`src/logic/flic_pkg.sv`:
```
// Package of constants and carriers for the four-level interrupt controller
package flic_pkg;
    localparam int NUM_SRC   = 11;
    localparam int LVL_W     = 2;
    localparam int VEC_W     = 16;
    localparam int PHASE_W   = 2;
    localparam int MC_CLOCKS = 4;
    localparam logic [PHASE_W-1:0] PHASE_C3 = 2'h2;
    localparam logic [PHASE_W-1:0] PHASE_LAST = 2'h3;
    localparam int CALL_MC   = 4;
    localparam logic [2:0] CALL_MC_CNT = 3'h4;
    // Response figures in machine cycles, with the maximum also given in clocks
    localparam int MIN_RESPONSE_MC = 5;
    localparam int MAX_RESPONSE_MC = 12;
    localparam int MAX_RESPONSE_CLK = MAX_RESPONSE_MC * MC_CLOCKS;
    // Source index, also the bit position in enable and priority words
    localparam int SRC_EXT0  = 0;
    localparam int SRC_TMRA  = 1;
    localparam int SRC_EXT1  = 2;
    localparam int SRC_TMRB  = 3;
    localparam int SRC_SER   = 4;
    localparam int SRC_TMRC  = 5;
    localparam int SRC_TWW   = 6;
    localparam int SRC_KEY   = 7;
    localparam int SRC_WDOG  = 8;
    localparam int SRC_BROWN = 9;
    localparam int SRC_CAPT  = 10;
    localparam logic [VEC_W-1:0] VEC_EXT0  = 16'h0003;
    localparam logic [VEC_W-1:0] VEC_TMRA  = 16'h000B;
    localparam logic [VEC_W-1:0] VEC_EXT1  = 16'h0013;
    localparam logic [VEC_W-1:0] VEC_TMRB  = 16'h001B;
    localparam logic [VEC_W-1:0] VEC_SER   = 16'h0023;
    localparam logic [VEC_W-1:0] VEC_BROWN = 16'h002B;
    localparam logic [VEC_W-1:0] VEC_TWW   = 16'h0033;
    localparam logic [VEC_W-1:0] VEC_KEY   = 16'h003B;
    localparam logic [VEC_W-1:0] VEC_TMRC  = 16'h0043;
    localparam logic [VEC_W-1:0] VEC_WDOG  = 16'h0053;
    localparam logic [VEC_W-1:0] VEC_CAPT  = 16'h006B;
    typedef logic [NUM_SRC-1:0] flic_src_t;
    typedef struct packed {
        logic instr_last_mc;
        logic instr_writes_irq_reg;
        logic instr_is_return_from_interrupt;
    } flic_core_s;
    typedef struct packed {
        logic             call_valid;
        logic [VEC_W-1:0] vector_addr;
        logic [3:0]       src_index;
        logic [LVL_W-1:0] level;
    } flic_call_s;
endpackage : flic_pkg

```
`src/logic/flic_ext_cond.sv`:
```
// External interrupt pin conditioner: level or falling-edge flag
`timescale 1ns/10ps
module flic_ext_cond (
    input  wire logic clk_sys_i,
    input  wire logic reset_n_i,
    input  wire logic pin_i,
    input  wire logic sample_i,
    input  wire logic trigger_type_i,
    input  wire logic clear_i,
    output logic      flag_o
);
    typedef struct packed {
        logic sync1;
        logic sync2;
        logic prev;
        logic flag;
    } flic_ec_s;
    flic_ec_s st_q;
    flic_ec_s st_d;

    always_comb begin
        st_d       = st_q;
        st_d.sync1 = pin_i;
        st_d.sync2 = st_q.sync1;
        if (sample_i) begin
            st_d.prev = st_q.sync2;
            if (!trigger_type_i) begin
                // Flag tracks a low pin level
                st_d.flag = ~st_q.sync2;
            end else if (st_q.prev && !st_q.sync2) begin
                st_d.flag = 1'b1;
            end else if (clear_i) begin
                st_d.flag = 1'b0;
            end
        end else if (clear_i && trigger_type_i) begin
            st_d.flag = 1'b0;
        end
    end

    always_ff @(posedge clk_sys_i) begin
        if (!reset_n_i) begin
            st_q <= '{sync1: 1'b1, sync2: 1'b1, prev: 1'b1, flag: 1'b0};
        end else begin
            st_q <= st_d;
        end
    end

    assign flag_o = st_q.flag;
endmodule : flic_ext_cond

```
`src/logic/flic_ctrl.sv`:
```
// Four-level interrupt controller: arbitration, vector call, in-service
`timescale 1ns/10ps
// How it works
// - Two priority bits per source select level zero to three.
// - Only a strictly higher level preempts; level three never preempted.
// - Higher level wins; equal level uses fixed ranking ext0 first.
// - Flags sampled, polled and resolved every machine cycle.
// - Call only if no equal/higher in service, last cycle, no blocking op.
// - Untaken requests are not remembered between polls.
// - Call pushes return address, not status word, loads vector.
// - Each source has its fixed vector address.
// - Interrupt return ends current level; plain return does not.
// - Timer a/b and edge-mode external flags cleared on vectoring.
// - Per-source enables plus a global enable gating all sources.
// - Vector call lasts four machine cycles.
// - Single-interrupt response at most twelve machine cycles.
// - External pins sampled in third clock phase each machine cycle.
// - Trigger type zero means low level; one means falling edge.
// - Level-mode flag follows the pin and re-requests if held.
// - Named enabled sources wake power-down; external wakes idle.
module flic_ctrl #(
    parameter int NUM_SRC = flic_pkg::NUM_SRC
) (
    input  wire logic                         clk_sys_i,
    input  wire logic                         reset_n_i,
    input  wire logic                         ext0_pin_i,
    input  wire logic                         ext1_pin_i,
    input  wire logic                         ext0_trigger_type_i,
    input  wire logic                         ext1_trigger_type_i,
    input  wire logic                         timer_a_overflow_flag_i,
    input  wire logic                         timer_b_overflow_flag_i,
    input  wire logic                         timer_c_overflow_flag_i,
    input  wire logic                         timer_c_external_flag_i,
    input  wire logic                         serial_rx_flag_i,
    input  wire logic                         serial_tx_flag_i,
    input  wire logic                         twowire_irq_flag_i,
    input  wire logic                         twowire_timeout_flag_i,
    input  wire logic                         keypad_flag_i,
    input  wire logic                         watchdog_irq_flag_i,
    input  wire logic                         watchdog_on_rc_i,
    input  wire logic                         brownout_flag_i,
    input  wire logic                         capture_flag_i,
    input  wire logic                         global_irq_enable_i,
    input  wire logic [NUM_SRC-1:0]           src_enable_i,
    input  wire logic [NUM_SRC-1:0]           priority_high_bit_i,
    input  wire logic [NUM_SRC-1:0]           priority_low_bit_i,
    input  wire flic_pkg::flic_core_s         core_i,
    output flic_pkg::flic_call_s              call_o,
    output logic                              call_busy_o,
    output logic                              timer_a_flag_clear_o,
    output logic                              timer_b_flag_clear_o,
    output logic                              ext0_request_flag_o,
    output logic                              ext1_request_flag_o,
    output logic [3:0]                        in_service_o,
    output logic                              wake_power_down_o,
    output logic                              wake_idle_o
);
    typedef enum logic [1:0] {
        ST_POLL,
        ST_CALL
    } flic_state_e;

    typedef struct packed {
        flic_state_e            state;
        logic [1:0]             phase;
        logic [2:0]             call_cnt;
        logic [3:0]             in_service;
        flic_pkg::flic_call_s   call;
        logic                   busy;
        logic                   clr_a;
        logic                   clr_b;
        logic                   clr_e0;
        logic                   clr_e1;
        logic                   wake_pd;
        logic                   wake_idle;
    } flic_ctrl_s;

    flic_ctrl_s st_q;
    flic_ctrl_s st_d;

    logic                 ext0_flag;
    logic                 ext1_flag;
    logic                 sample_c3;
    logic [NUM_SRC-1:0]   req;
    logic [NUM_SRC-1:0]   pending;
    logic [1:0]           lvl [NUM_SRC];
    logic                 win_found;
    logic [3:0]           win_idx;
    logic [1:0]           win_lvl;

    // Ranking order, first entry wins ties
    localparam int RANK [11] = '{
        flic_pkg::SRC_EXT0, flic_pkg::SRC_BROWN, flic_pkg::SRC_WDOG,
        flic_pkg::SRC_TMRA, flic_pkg::SRC_TWW,   flic_pkg::SRC_EXT1,
        flic_pkg::SRC_KEY,  flic_pkg::SRC_TMRB,  flic_pkg::SRC_SER,
        flic_pkg::SRC_TMRC, flic_pkg::SRC_CAPT
    };

    function automatic logic [flic_pkg::VEC_W-1:0] vec_of(
        input logic [3:0] idx
    );
        case (idx)
            4'(flic_pkg::SRC_EXT0):  vec_of = flic_pkg::VEC_EXT0;
            4'(flic_pkg::SRC_TMRA):  vec_of = flic_pkg::VEC_TMRA;
            4'(flic_pkg::SRC_EXT1):  vec_of = flic_pkg::VEC_EXT1;
            4'(flic_pkg::SRC_TMRB):  vec_of = flic_pkg::VEC_TMRB;
            4'(flic_pkg::SRC_SER):   vec_of = flic_pkg::VEC_SER;
            4'(flic_pkg::SRC_TMRC):  vec_of = flic_pkg::VEC_TMRC;
            4'(flic_pkg::SRC_TWW):   vec_of = flic_pkg::VEC_TWW;
            4'(flic_pkg::SRC_KEY):   vec_of = flic_pkg::VEC_KEY;
            4'(flic_pkg::SRC_WDOG):  vec_of = flic_pkg::VEC_WDOG;
            4'(flic_pkg::SRC_BROWN): vec_of = flic_pkg::VEC_BROWN;
            4'(flic_pkg::SRC_CAPT):  vec_of = flic_pkg::VEC_CAPT;
            default:                 vec_of = flic_pkg::VEC_EXT0;
        endcase
    endfunction : vec_of

    // Highest level currently in service, or four when idle
    function automatic logic [2:0] top_active(input logic [3:0] act);
        top_active = 3'h4;
        for (int l = 0; l < 4; l++) begin
            if (act[l]) begin
                top_active = 3'(l);
            end
        end
    endfunction : top_active

    assign sample_c3 = (st_q.phase == flic_pkg::PHASE_C3);

    flic_ext_cond u_ext0 (
        .clk_sys_i      (clk_sys_i),
        .reset_n_i      (reset_n_i),
        .pin_i          (ext0_pin_i),
        .sample_i       (sample_c3),
        .trigger_type_i (ext0_trigger_type_i),
        .clear_i        (st_q.clr_e0),
        .flag_o         (ext0_flag)
    );

    flic_ext_cond u_ext1 (
        .clk_sys_i      (clk_sys_i),
        .reset_n_i      (reset_n_i),
        .pin_i          (ext1_pin_i),
        .sample_i       (sample_c3),
        .trigger_type_i (ext1_trigger_type_i),
        .clear_i        (st_q.clr_e1),
        .flag_o         (ext1_flag)
    );

    always_comb begin
        req = '0;
        req[flic_pkg::SRC_EXT0]  = ext0_flag;
        req[flic_pkg::SRC_TMRA]  = timer_a_overflow_flag_i;
        req[flic_pkg::SRC_EXT1]  = ext1_flag;
        req[flic_pkg::SRC_TMRB]  = timer_b_overflow_flag_i;
        req[flic_pkg::SRC_SER]   = serial_rx_flag_i | serial_tx_flag_i;
        req[flic_pkg::SRC_TMRC]  = timer_c_overflow_flag_i
                                 | timer_c_external_flag_i;
        req[flic_pkg::SRC_TWW]   = twowire_irq_flag_i | twowire_timeout_flag_i;
        req[flic_pkg::SRC_KEY]   = keypad_flag_i;
        req[flic_pkg::SRC_WDOG]  = watchdog_irq_flag_i;
        req[flic_pkg::SRC_BROWN] = brownout_flag_i;
        req[flic_pkg::SRC_CAPT]  = capture_flag_i;
    end

    // Gate with own enable and global enable
    assign pending = req & src_enable_i
                   & {NUM_SRC{global_irq_enable_i}};

    for (genvar g = 0; g < NUM_SRC; g++) begin : g_lvl
        assign lvl[g] = {priority_high_bit_i[g], priority_low_bit_i[g]};
    end

    // Live resolution, nothing is latched between polls
    always_comb begin
        win_found = 1'b0;
        win_idx   = '0;
        win_lvl   = '0;
        for (int r = 0; r < NUM_SRC; r++) begin
            if (pending[RANK[r]] &&
                (!win_found || lvl[RANK[r]] > win_lvl)) begin
                win_found = 1'b1;
                win_idx   = 4'(RANK[r]);
                win_lvl   = lvl[RANK[r]];
            end
        end
    end

    always_comb begin
        logic [2:0] top;
        logic       may_preempt;
        top         = top_active(st_q.in_service);
        may_preempt = (top == 3'h4) || ({1'b0, win_lvl} > top);
        st_d        = st_q;
        st_d.phase  = st_q.phase + 2'h1;
        st_d.clr_a  = 1'b0;
        st_d.clr_b  = 1'b0;
        st_d.clr_e0 = 1'b0;
        st_d.clr_e1 = 1'b0;
        st_d.call.call_valid = 1'b0;
        case (st_q.state)
            ST_POLL: begin
                // Poll on the last clock of each machine cycle
                if (st_q.phase == flic_pkg::PHASE_LAST) begin
                    if (core_i.instr_is_return_from_interrupt &&
                        top != 3'h4) begin
                        st_d.in_service[top[1:0]] = 1'b0;
                    end
                    if (win_found && may_preempt && core_i.instr_last_mc &&
                        !core_i.instr_writes_irq_reg &&
                        !core_i.instr_is_return_from_interrupt) begin
                        st_d.state = ST_CALL;
                        st_d.call_cnt = 3'h1;
                        st_d.busy  = 1'b1;
                        st_d.in_service[win_lvl] = 1'b1;
                        st_d.call.call_valid  = 1'b1;
                        st_d.call.vector_addr = vec_of(win_idx);
                        st_d.call.src_index   = win_idx;
                        st_d.call.level       = win_lvl;
                        st_d.clr_a  = (win_idx == 4'(flic_pkg::SRC_TMRA));
                        st_d.clr_b  = (win_idx == 4'(flic_pkg::SRC_TMRB));
                        st_d.clr_e0 = (win_idx == 4'(flic_pkg::SRC_EXT0));
                        st_d.clr_e1 = (win_idx == 4'(flic_pkg::SRC_EXT1));
                    end
                end
            end
            ST_CALL: begin
                if (st_q.phase == flic_pkg::PHASE_LAST) begin
                    if (st_q.call_cnt == flic_pkg::CALL_MC_CNT) begin
                        st_d.state = ST_POLL;
                        st_d.busy  = 1'b0;
                    end else begin
                        st_d.call_cnt = st_q.call_cnt + 3'h1;
                    end
                end
            end
            default: begin
                st_d.state = ST_POLL;
                st_d.busy  = 1'b0;
            end
        endcase
        st_d.wake_pd = (pending[flic_pkg::SRC_EXT0]
                     | pending[flic_pkg::SRC_EXT1]
                     | pending[flic_pkg::SRC_BROWN]
                     | pending[flic_pkg::SRC_KEY]
                     | (pending[flic_pkg::SRC_WDOG] & watchdog_on_rc_i));
        st_d.wake_idle = pending[flic_pkg::SRC_EXT0]
                       | pending[flic_pkg::SRC_EXT1];
    end

    always_ff @(posedge clk_sys_i) begin
        if (!reset_n_i) begin
            st_q <= '{state: ST_POLL, default: '0};
        end else begin
            st_q <= st_d;
        end
    end

    assign call_o               = st_q.call;
    assign call_busy_o          = st_q.busy;
    assign timer_a_flag_clear_o = st_q.clr_a;
    assign timer_b_flag_clear_o = st_q.clr_b;
    assign ext0_request_flag_o  = ext0_flag;
    assign ext1_request_flag_o  = ext1_flag;
    assign in_service_o         = st_q.in_service;
    assign wake_power_down_o    = st_q.wake_pd;
    assign wake_idle_o          = st_q.wake_idle;
endmodule : flic_ctrl

```
`config.mk`:
```
export PLATFORM = sky130hd
export DESIGN_NAME = flic_ctrl
export DESIGN_NICKNAME = d
export VERILOG_FILES = /design/src/logic/flic_pkg.sv /design/src/logic/flic_ext_cond.sv /design/src/logic/flic_ctrl.sv
export SDC_FILE = /design/constraint.sdc
export NUM_CORES = 1
export LEC_CHECK = 0
export ABC_AREA = 1
export BUFFER_PORTS_ARGS = -buffer_cell sky130_fd_sc_hd__buf_2
export CAP_MARGIN = 20
export CORE_MARGIN = 2
export CORE_UTILIZATION = 50
export DETAILED_ROUTE_END_ITERATION = 10
export GPL_ROUTABILITY_DRIVEN = 0
export PLACE_DENSITY = 0.77
export SETUP_SLACK_MARGIN = 0.05
export SYNTH_ARGS = -nofsm -noshare
export SYNTH_HDL_FRONTEND = slang
export SYNTH_HIERARCHICAL = 1
export SYNTH_SLANG_ARGS = --single-unit
```
`constraint.sdc`:
```
create_clock -name clk_sys_i -period 13.85 [get_ports clk_sys_i]
set_input_delay 1.385 -clock clk_sys_i [delete_from_list [all_inputs] [get_ports clk_sys_i]]
set_output_delay 1.385 -clock clk_sys_i [all_outputs]
set_load 0.1 [all_outputs]
```
Word-level counts from Yosys, hierarchy flattened
Memories as Yosys holds them, arrays and structs flattened.
Index checks and enable logic that the tools add are counted.

storage, ports and cells
  register bits = 49
  memory bits (read-only) = 64
  output and inout port bits = 34
  memories = 1

cells by class
  $add $sub $neg = 2
  $lt $le $gt $ge = 15
  equal/unequal tests = 16
  mux-type cells = 66
  bitwise gates (word level) = 15
  reduce and logical (&&, ||, !) cells = 59

memory list
  name             depth  bits a word  read ports  clocked after Yosys merged registers in  wr ports  line              text
  (no name shown)  16     4            1           0                                        0         flic_ctrl.sv:102  case (idx)

operators by type and width
  cell                number
  $mux 35             2
  $mux 4              13
  $mux 2              15
  $mux 1              25
  $and 11x11->11      2
  $logic_and 1x1->1   21
  $gt 2x2->1          10
  $mux 3              6
  $logic_not 1->1     14
  $logic_or 1x1->1    11
  $ne 2x2->1 const B  5
  $eq 4x2->1 const B  2
  $ne 4x3->1 const B  2
  $reduce_and 4->1    2
  $or 1x1->1          7
  $eq 3x3->1 const B  2
  $lt 2x3->1 const B  2
  $pmux 3 s2          1
  $reduce_and 2->1    3
  $reduce_and 3->1    2
  $reduce_bool 2->1   3
  $reduce_and 5->1    1
  $and 4x4->4         1
  $demux 1 s2         2
  16 further kinds    19

Depth between registers and ports, before layout
  depth after elaboration = 53
  depth in mapped cells = 92

Cells and area by module
Netlist, hierarchy kept.

by module, submodules not included
  module         instances  cells each  area an instance (um^2)  seq. area each (um^2)
  flic_ctrl      1          408         2673.8                   580.6
  flic_ext_cond  2          19          151.4                    80.1

Least setup slack after synthesis
No wires, ideal clock.

  kind = input to register
  start point = input port src_enable_i[0]
  end point = register st_q[2] (netlist name)
  setup time = 0.080 ns
  data arrival time = 11.909 ns
  path slack = 1.861 ns
  cell stages on the path = 90
  cells stage by stage = nand3_2 nor2_1 inv_1 ha_1 nand2_1 nand2_1 nand2_1 nand2_1 nand2_1 nand2_1 and2_1 ha_1 inv_1 nor2_1 o21ai_0 nand2_1 nand2_2 nand3_2 (+54 left out) nor2_1 o21ai_0 a21oi_1 clkinv_1 nand3_1 nand2_1 ha_1 inv_1 nor2_1 o21ai_0 o21ai_0 and3_1 nand2_1 nor2_1 inv_1 nor2_1 nand3_1 nor3b_1

on the way
  longest elaborated chain between the ends = 50
  elaborated cells between the ends (all ways) = 82

ends and longest elaborated chain
  element                                               line              text
  from (decl)                                           flic_ctrl.sv:44   input wire logic [NUM_SRC-1:0] src_enable_i,
  $and 11x11->11 *                                      flic_ctrl.sv:167  assign pending = req & src_enable_i
  $and 11x11->11 *                                      flic_ctrl.sv:168  & {NUM_SRC{global_irq_enable_i}};
  $mux 2 / $mux 1 (equally long branches)               flic_ctrl.sv:180  if (pending[RANK[r]] &&
  $gt 2x2->1 / $logic_not 1->1 (equally long branches)  flic_ctrl.sv:181  (!win_found || lvl[RANK[r]] > win_lvl)) begin
  $logic_or 1x1->1                                      flic_ctrl.sv:181
  $logic_and 1x1->1                                     flic_ctrl.sv:180
  $mux 2 / $mux 1 (equally long branches)               flic_ctrl.sv:180
  $gt 2x2->1 / $logic_not 1->1 (equally long branches)  flic_ctrl.sv:181
  (+33 left out)                                        --
  $logic_and 1x1->1                                     flic_ctrl.sv:180
  $mux 2 *                                              flic_ctrl.sv:180
  named net win_lvl[1]                                  flic_ctrl.sv:89   logic [1:0] win_lvl;
  $gt 2x3->1 *                                          flic_ctrl.sv:193  may_preempt = (top == 3'h4) || ({1'b0, win_lvl} > top);
  $logic_or 1x1->1 *                                    flic_ctrl.sv:193
  $logic_and 1x1->1 * (3 in a row)                      flic_ctrl.sv:209  if (win_found && may_preempt && core_i.instr_last_mc &&
  $logic_and 1x1->1 *                                   flic_ctrl.sv:210  !core_i.instr_writes_irq_reg &&
  $reduce_and 4->1 (no line) *                          --
  to (signal assigned)                                  flic_ctrl.sv:255  st_q <= st_d;
  to (decl)                                             flic_ctrl.sv:78   flic_ctrl_s st_q;

The timed path passes the listed nets; every way through them passes the cells marked *.
A chain may end at the register's enable or synchronous reset.

Final worst setup path
  start point = input port global_irq_enable_i
  end point = register st_q (netlist bit timer_a_flag_clear_o)

on the way
  longest elaborated chain between the ends = 49
  elaborated cells between the ends (all ways) = 81

ends and longest elaborated chain
  element                                               line              text
  from (decl)                                           flic_ctrl.sv:43   input wire logic global_irq_enable_i,
  $and 11x11->11 *                                      flic_ctrl.sv:168
  $mux 2 / $mux 1 (equally long branches)               flic_ctrl.sv:180
  $gt 2x2->1 / $logic_not 1->1 (equally long branches)  flic_ctrl.sv:181
  $logic_or 1x1->1                                      flic_ctrl.sv:181
  $logic_and 1x1->1                                     flic_ctrl.sv:180
  $mux 2 / $mux 1 (equally long branches)               flic_ctrl.sv:180
  $gt 2x2->1 / $logic_not 1->1 (equally long branches)  flic_ctrl.sv:181
  $logic_or 1x1->1                                      flic_ctrl.sv:181
  (+32 left out)                                        --
  $logic_and 1x1->1                                     flic_ctrl.sv:180
  $mux 2 *                                              flic_ctrl.sv:180
  named net win_lvl[1]                                  flic_ctrl.sv:89
  $gt 2x3->1 *                                          flic_ctrl.sv:193
  $logic_or 1x1->1 *                                    flic_ctrl.sv:193
  $logic_and 1x1->1 * (3 in a row)                      flic_ctrl.sv:209
  $logic_and 1x1->1 *                                   flic_ctrl.sv:210
  $reduce_and 4->1 (no line) *                          --

Marks and branches as above.

==> reports/qor.yml <==
netlist_area_um2: 2977
yosysTopAreaCellShare_pct: 24.88
gr-total-overflow: 0
power.total_w: 0.0002920
cpLargestDelayFamily: "simple AND/OR/NAND/NOR gates"
num_vias: 2860
root_buffer: "clkbuf_8"
ys_ff_latch: 37
ys_seq_area_share_pct: 24.88
cp.required_ns: 14.05
yosysWarnings: 6
ys_types: 35
final.setup.tns_ns: 0
grt_setup_unrepaired: "false"
hold_depth: 1
reg2regPathDepth: 90
grt_start_max_net_pins: 16
yosysTopAreaCell: "dfxtp_1"
cpMaxStageDelayCell: "ha_1"
worstSetupPathType: "primary input to flip-flop"
nets: 594
dpl_cell_area_um2: 3271
grt_pass1_wl_um: 10980
core-area_um2: 5851
dpl.cell_count: 578
min-delay-start: "u_ext1/st_d[2]"
fmax_ghz: 0.08002
start_kind: "primary input"
drt_iter0_markers: 95
wire_per_inst_um: 11.16
critPathMaxFanout: 11
worstHoldEndpoint: "u_ext1/st_q[2]"
portBuffers: 79
row_count: 28
initial_core_util_pct: 50.88
avgSynthCellArea_um2: 6.674
synthCells: 446
ant_nets: 0
dp_hpwl_um: 5350
viasPerCell: 4.864
finalWirelength_um: 6563
hold-worst-slack_ns: 0.4198
leakage_nw: 1.918
maxCapViolations: 0
cp.arrival_ns: 12.69
die_area_um2: 6586
cts_tree: "done"
post-route-period-util_pct: 90.24
firstDrtPassIters: 4
finalCriticalPeriod_ns: 12.50
clock-sinks: 37
diodes: 0
drc: 0
regToRegEndpoint: "timer_a_flag_clear_o"
critPathLaunch: "global_irq_enable_i"
clockBufferDepth: 2
die_x_um: 81.16
io_pins: 90
hold_class: "flip-flop to flip-flop"
grtUsageTotal_pct: 20.76
synth.area.top_cells: "dfxtp_1 25%, nand2_1 11%, ha_1 11%"
drive_gt1_share_pct: 28.46
crit_path_max_incr_delay_ns: 0.30
hold_viol: 0
fin_area_um2: 3435
r2r-start: "u_ext0/flag_o"
vdd_drop_max_mv: 0.06717
power_density_nw_per_um2: 85.01
antenna_found_initial: 0
fin_cells: 588
cp_common_cell: "nand2_1"
end_kind: "flip-flop"
r2r_slack_ns: 2.21
die_y_um: 81.16
final_max_slew_viol_count: 0
htreeDepth: 2
outcome: "finished, final reports clean"
cts_hold_buffers: 0
cts_buffers: 5
grt_pass1_vias: 2665
fin_skew_ns: 0.006539
setup_viol_count_final: 0
clk_latency_ns: 0.29
path_clk_slew_ns: 0.07
syn_to_final_growth_pct: 15.38
critPathBufInv: 13
==> Yosys cell counts (all sizes together) <==
master,number
o31ai,3
clkinv,1
or2,6
o21ai,40
inv,77
nor3b,2
a31oi,2
o211ai,1
dfxtp,37
o211a,1
a211oi,1
conb,1
nor2,37
nand3b,1
o21bai,2
clkbuf,3
buf,29
nor3,5
a21oi,20
and3,1
ha,26
and2,2
nand2,108
nand3,40
==> sequential cells by signal, summed over array words and instances, names as in the netlist <==
register / flops
timer_a_flag_clear_o: 1
wake_power_down_o: 1
st_q: 8
u_ext1/flag_o: 1
u_ext0/flag_o: 1
in_service_o: 4
call_busy_o: 1
u_ext0/st_d: 1
wake_idle_o: 1
u_ext0/st_q: 2
u_ext1/st_q: 2
timer_b_flag_clear_o: 1
call_o: 12
u_ext1/st_d: 1
==> area by class of cell <==
type | instances | area, µm²
clock buffer | 7 | 96.34
inverter | 78 | 292.8
timing repair buffer | 82 | 420.4
sequential | 37 | 740.7
fill | 561 | 2416
multi-input combinational | 308 | 1785
clock inverter | 1 | 5.005
tap | 75 | 93.84
==> layout by cell type (no fill, tap or decap), types with 5 or more instances in the layout <==
master,count
or2_2,5
a21oi_2,5
o21ai_0,25
nand2_4,5
ha_1,26
nor2_1,33
dfxtp_1,37
o21ai_1,13
conb_1,10
nand3_2,9
inv_2,7
a21oi_1,15
nand2_2,14
nand2_1,89
nand3_1,29
inv_1,71
clkbuf_8,7
buf_2,78
==> routing by layer <==
layer  wire (µm)  up-vias  part of all wire (%)  global-route usage (%)
li1            -     1507                     -                       -
met1        2828     1256                    43                   25.41
met2        3315       83                    51                   37.11
met3         292       14                   4.4                   2.556
met4         127        0                   1.9                   7.627
met5           0        -                     0                       0
==> worst reg2reg max path: cells and delay by family, from the launching register on <==
kind	cells	cell delay [ns]
AOI/OAI and AO/OA	16	2.11
adders and majority gates	11	3.13
DFF	1	0.43
buffers and inverters	12	0.81
and+or+nand+nor	51	5.03
==> metrics by stage <==
stage | util, % | setup WS [ns]
2_1_floorplan | - | 1.861
3_3_place_gp | 55.90 | 0.6504
3_5_place_dp | 55.90 | 0.09182
4_1_cts | 57.63 | 0.3276
5_1_grt | 58.70 | 0.07364
6_report | 58.70 | 1.352
==> how the worst max path moves through the flow <==
| stage | to | slack, ns | depth (start not counted) |
|---|---|---|---|
| after floorplan | st_q[2] | 1.86 | 90 |
| after global placement | st_q[3] | 0.65 | 89 |
| after detailed placement | st_q[2] | 0.09 | 89 |
| after CTS | st_q[2] | 0.33 | 89 |
| after global routing | st_q[2] | 0.07 | 89 |
| final | timer_a_flag_clear_o | 1.35 | 91 |
==> power by group <==
| group | switching [W] | total [W] | internal, W |
|---|---|---|---|
| sequential | 0.00000100 | 0.000109 | 0.000108 |
| combinational | 0.0000688 | 0.000101 | 0.0000325 |
| clock | 0.0000365 | 0.0000815 | 0.0000449 |
| total | 0.000106 | 0.000292 | 0.000186 |
==> cell families (layout without fill, tap and decap cells) <==
group / after synthesis / in the layout / synth area share [%]
AOI/OAI and AO/OA: 70 / 70 / 13.24
adders and majority gates: 26 / 26 / 10.93
buffers and inverters: 110 / 168 / 17.78
DFF: 37 / 37 / 24.88
other: 1 / 10 / 0.1260
and+or+nand+nor: 202 / 202 / 33.04
==> timing repair <==
item | in CTS | in global routing
gates resized for setup | 0 | 20
endpoints found under the hold margin | 0 | 0
buffers inserted | 0 | 2
endpoints found under the setup margin | 0 | 25
No activity file was read; power rests on OpenSTA's default activity.
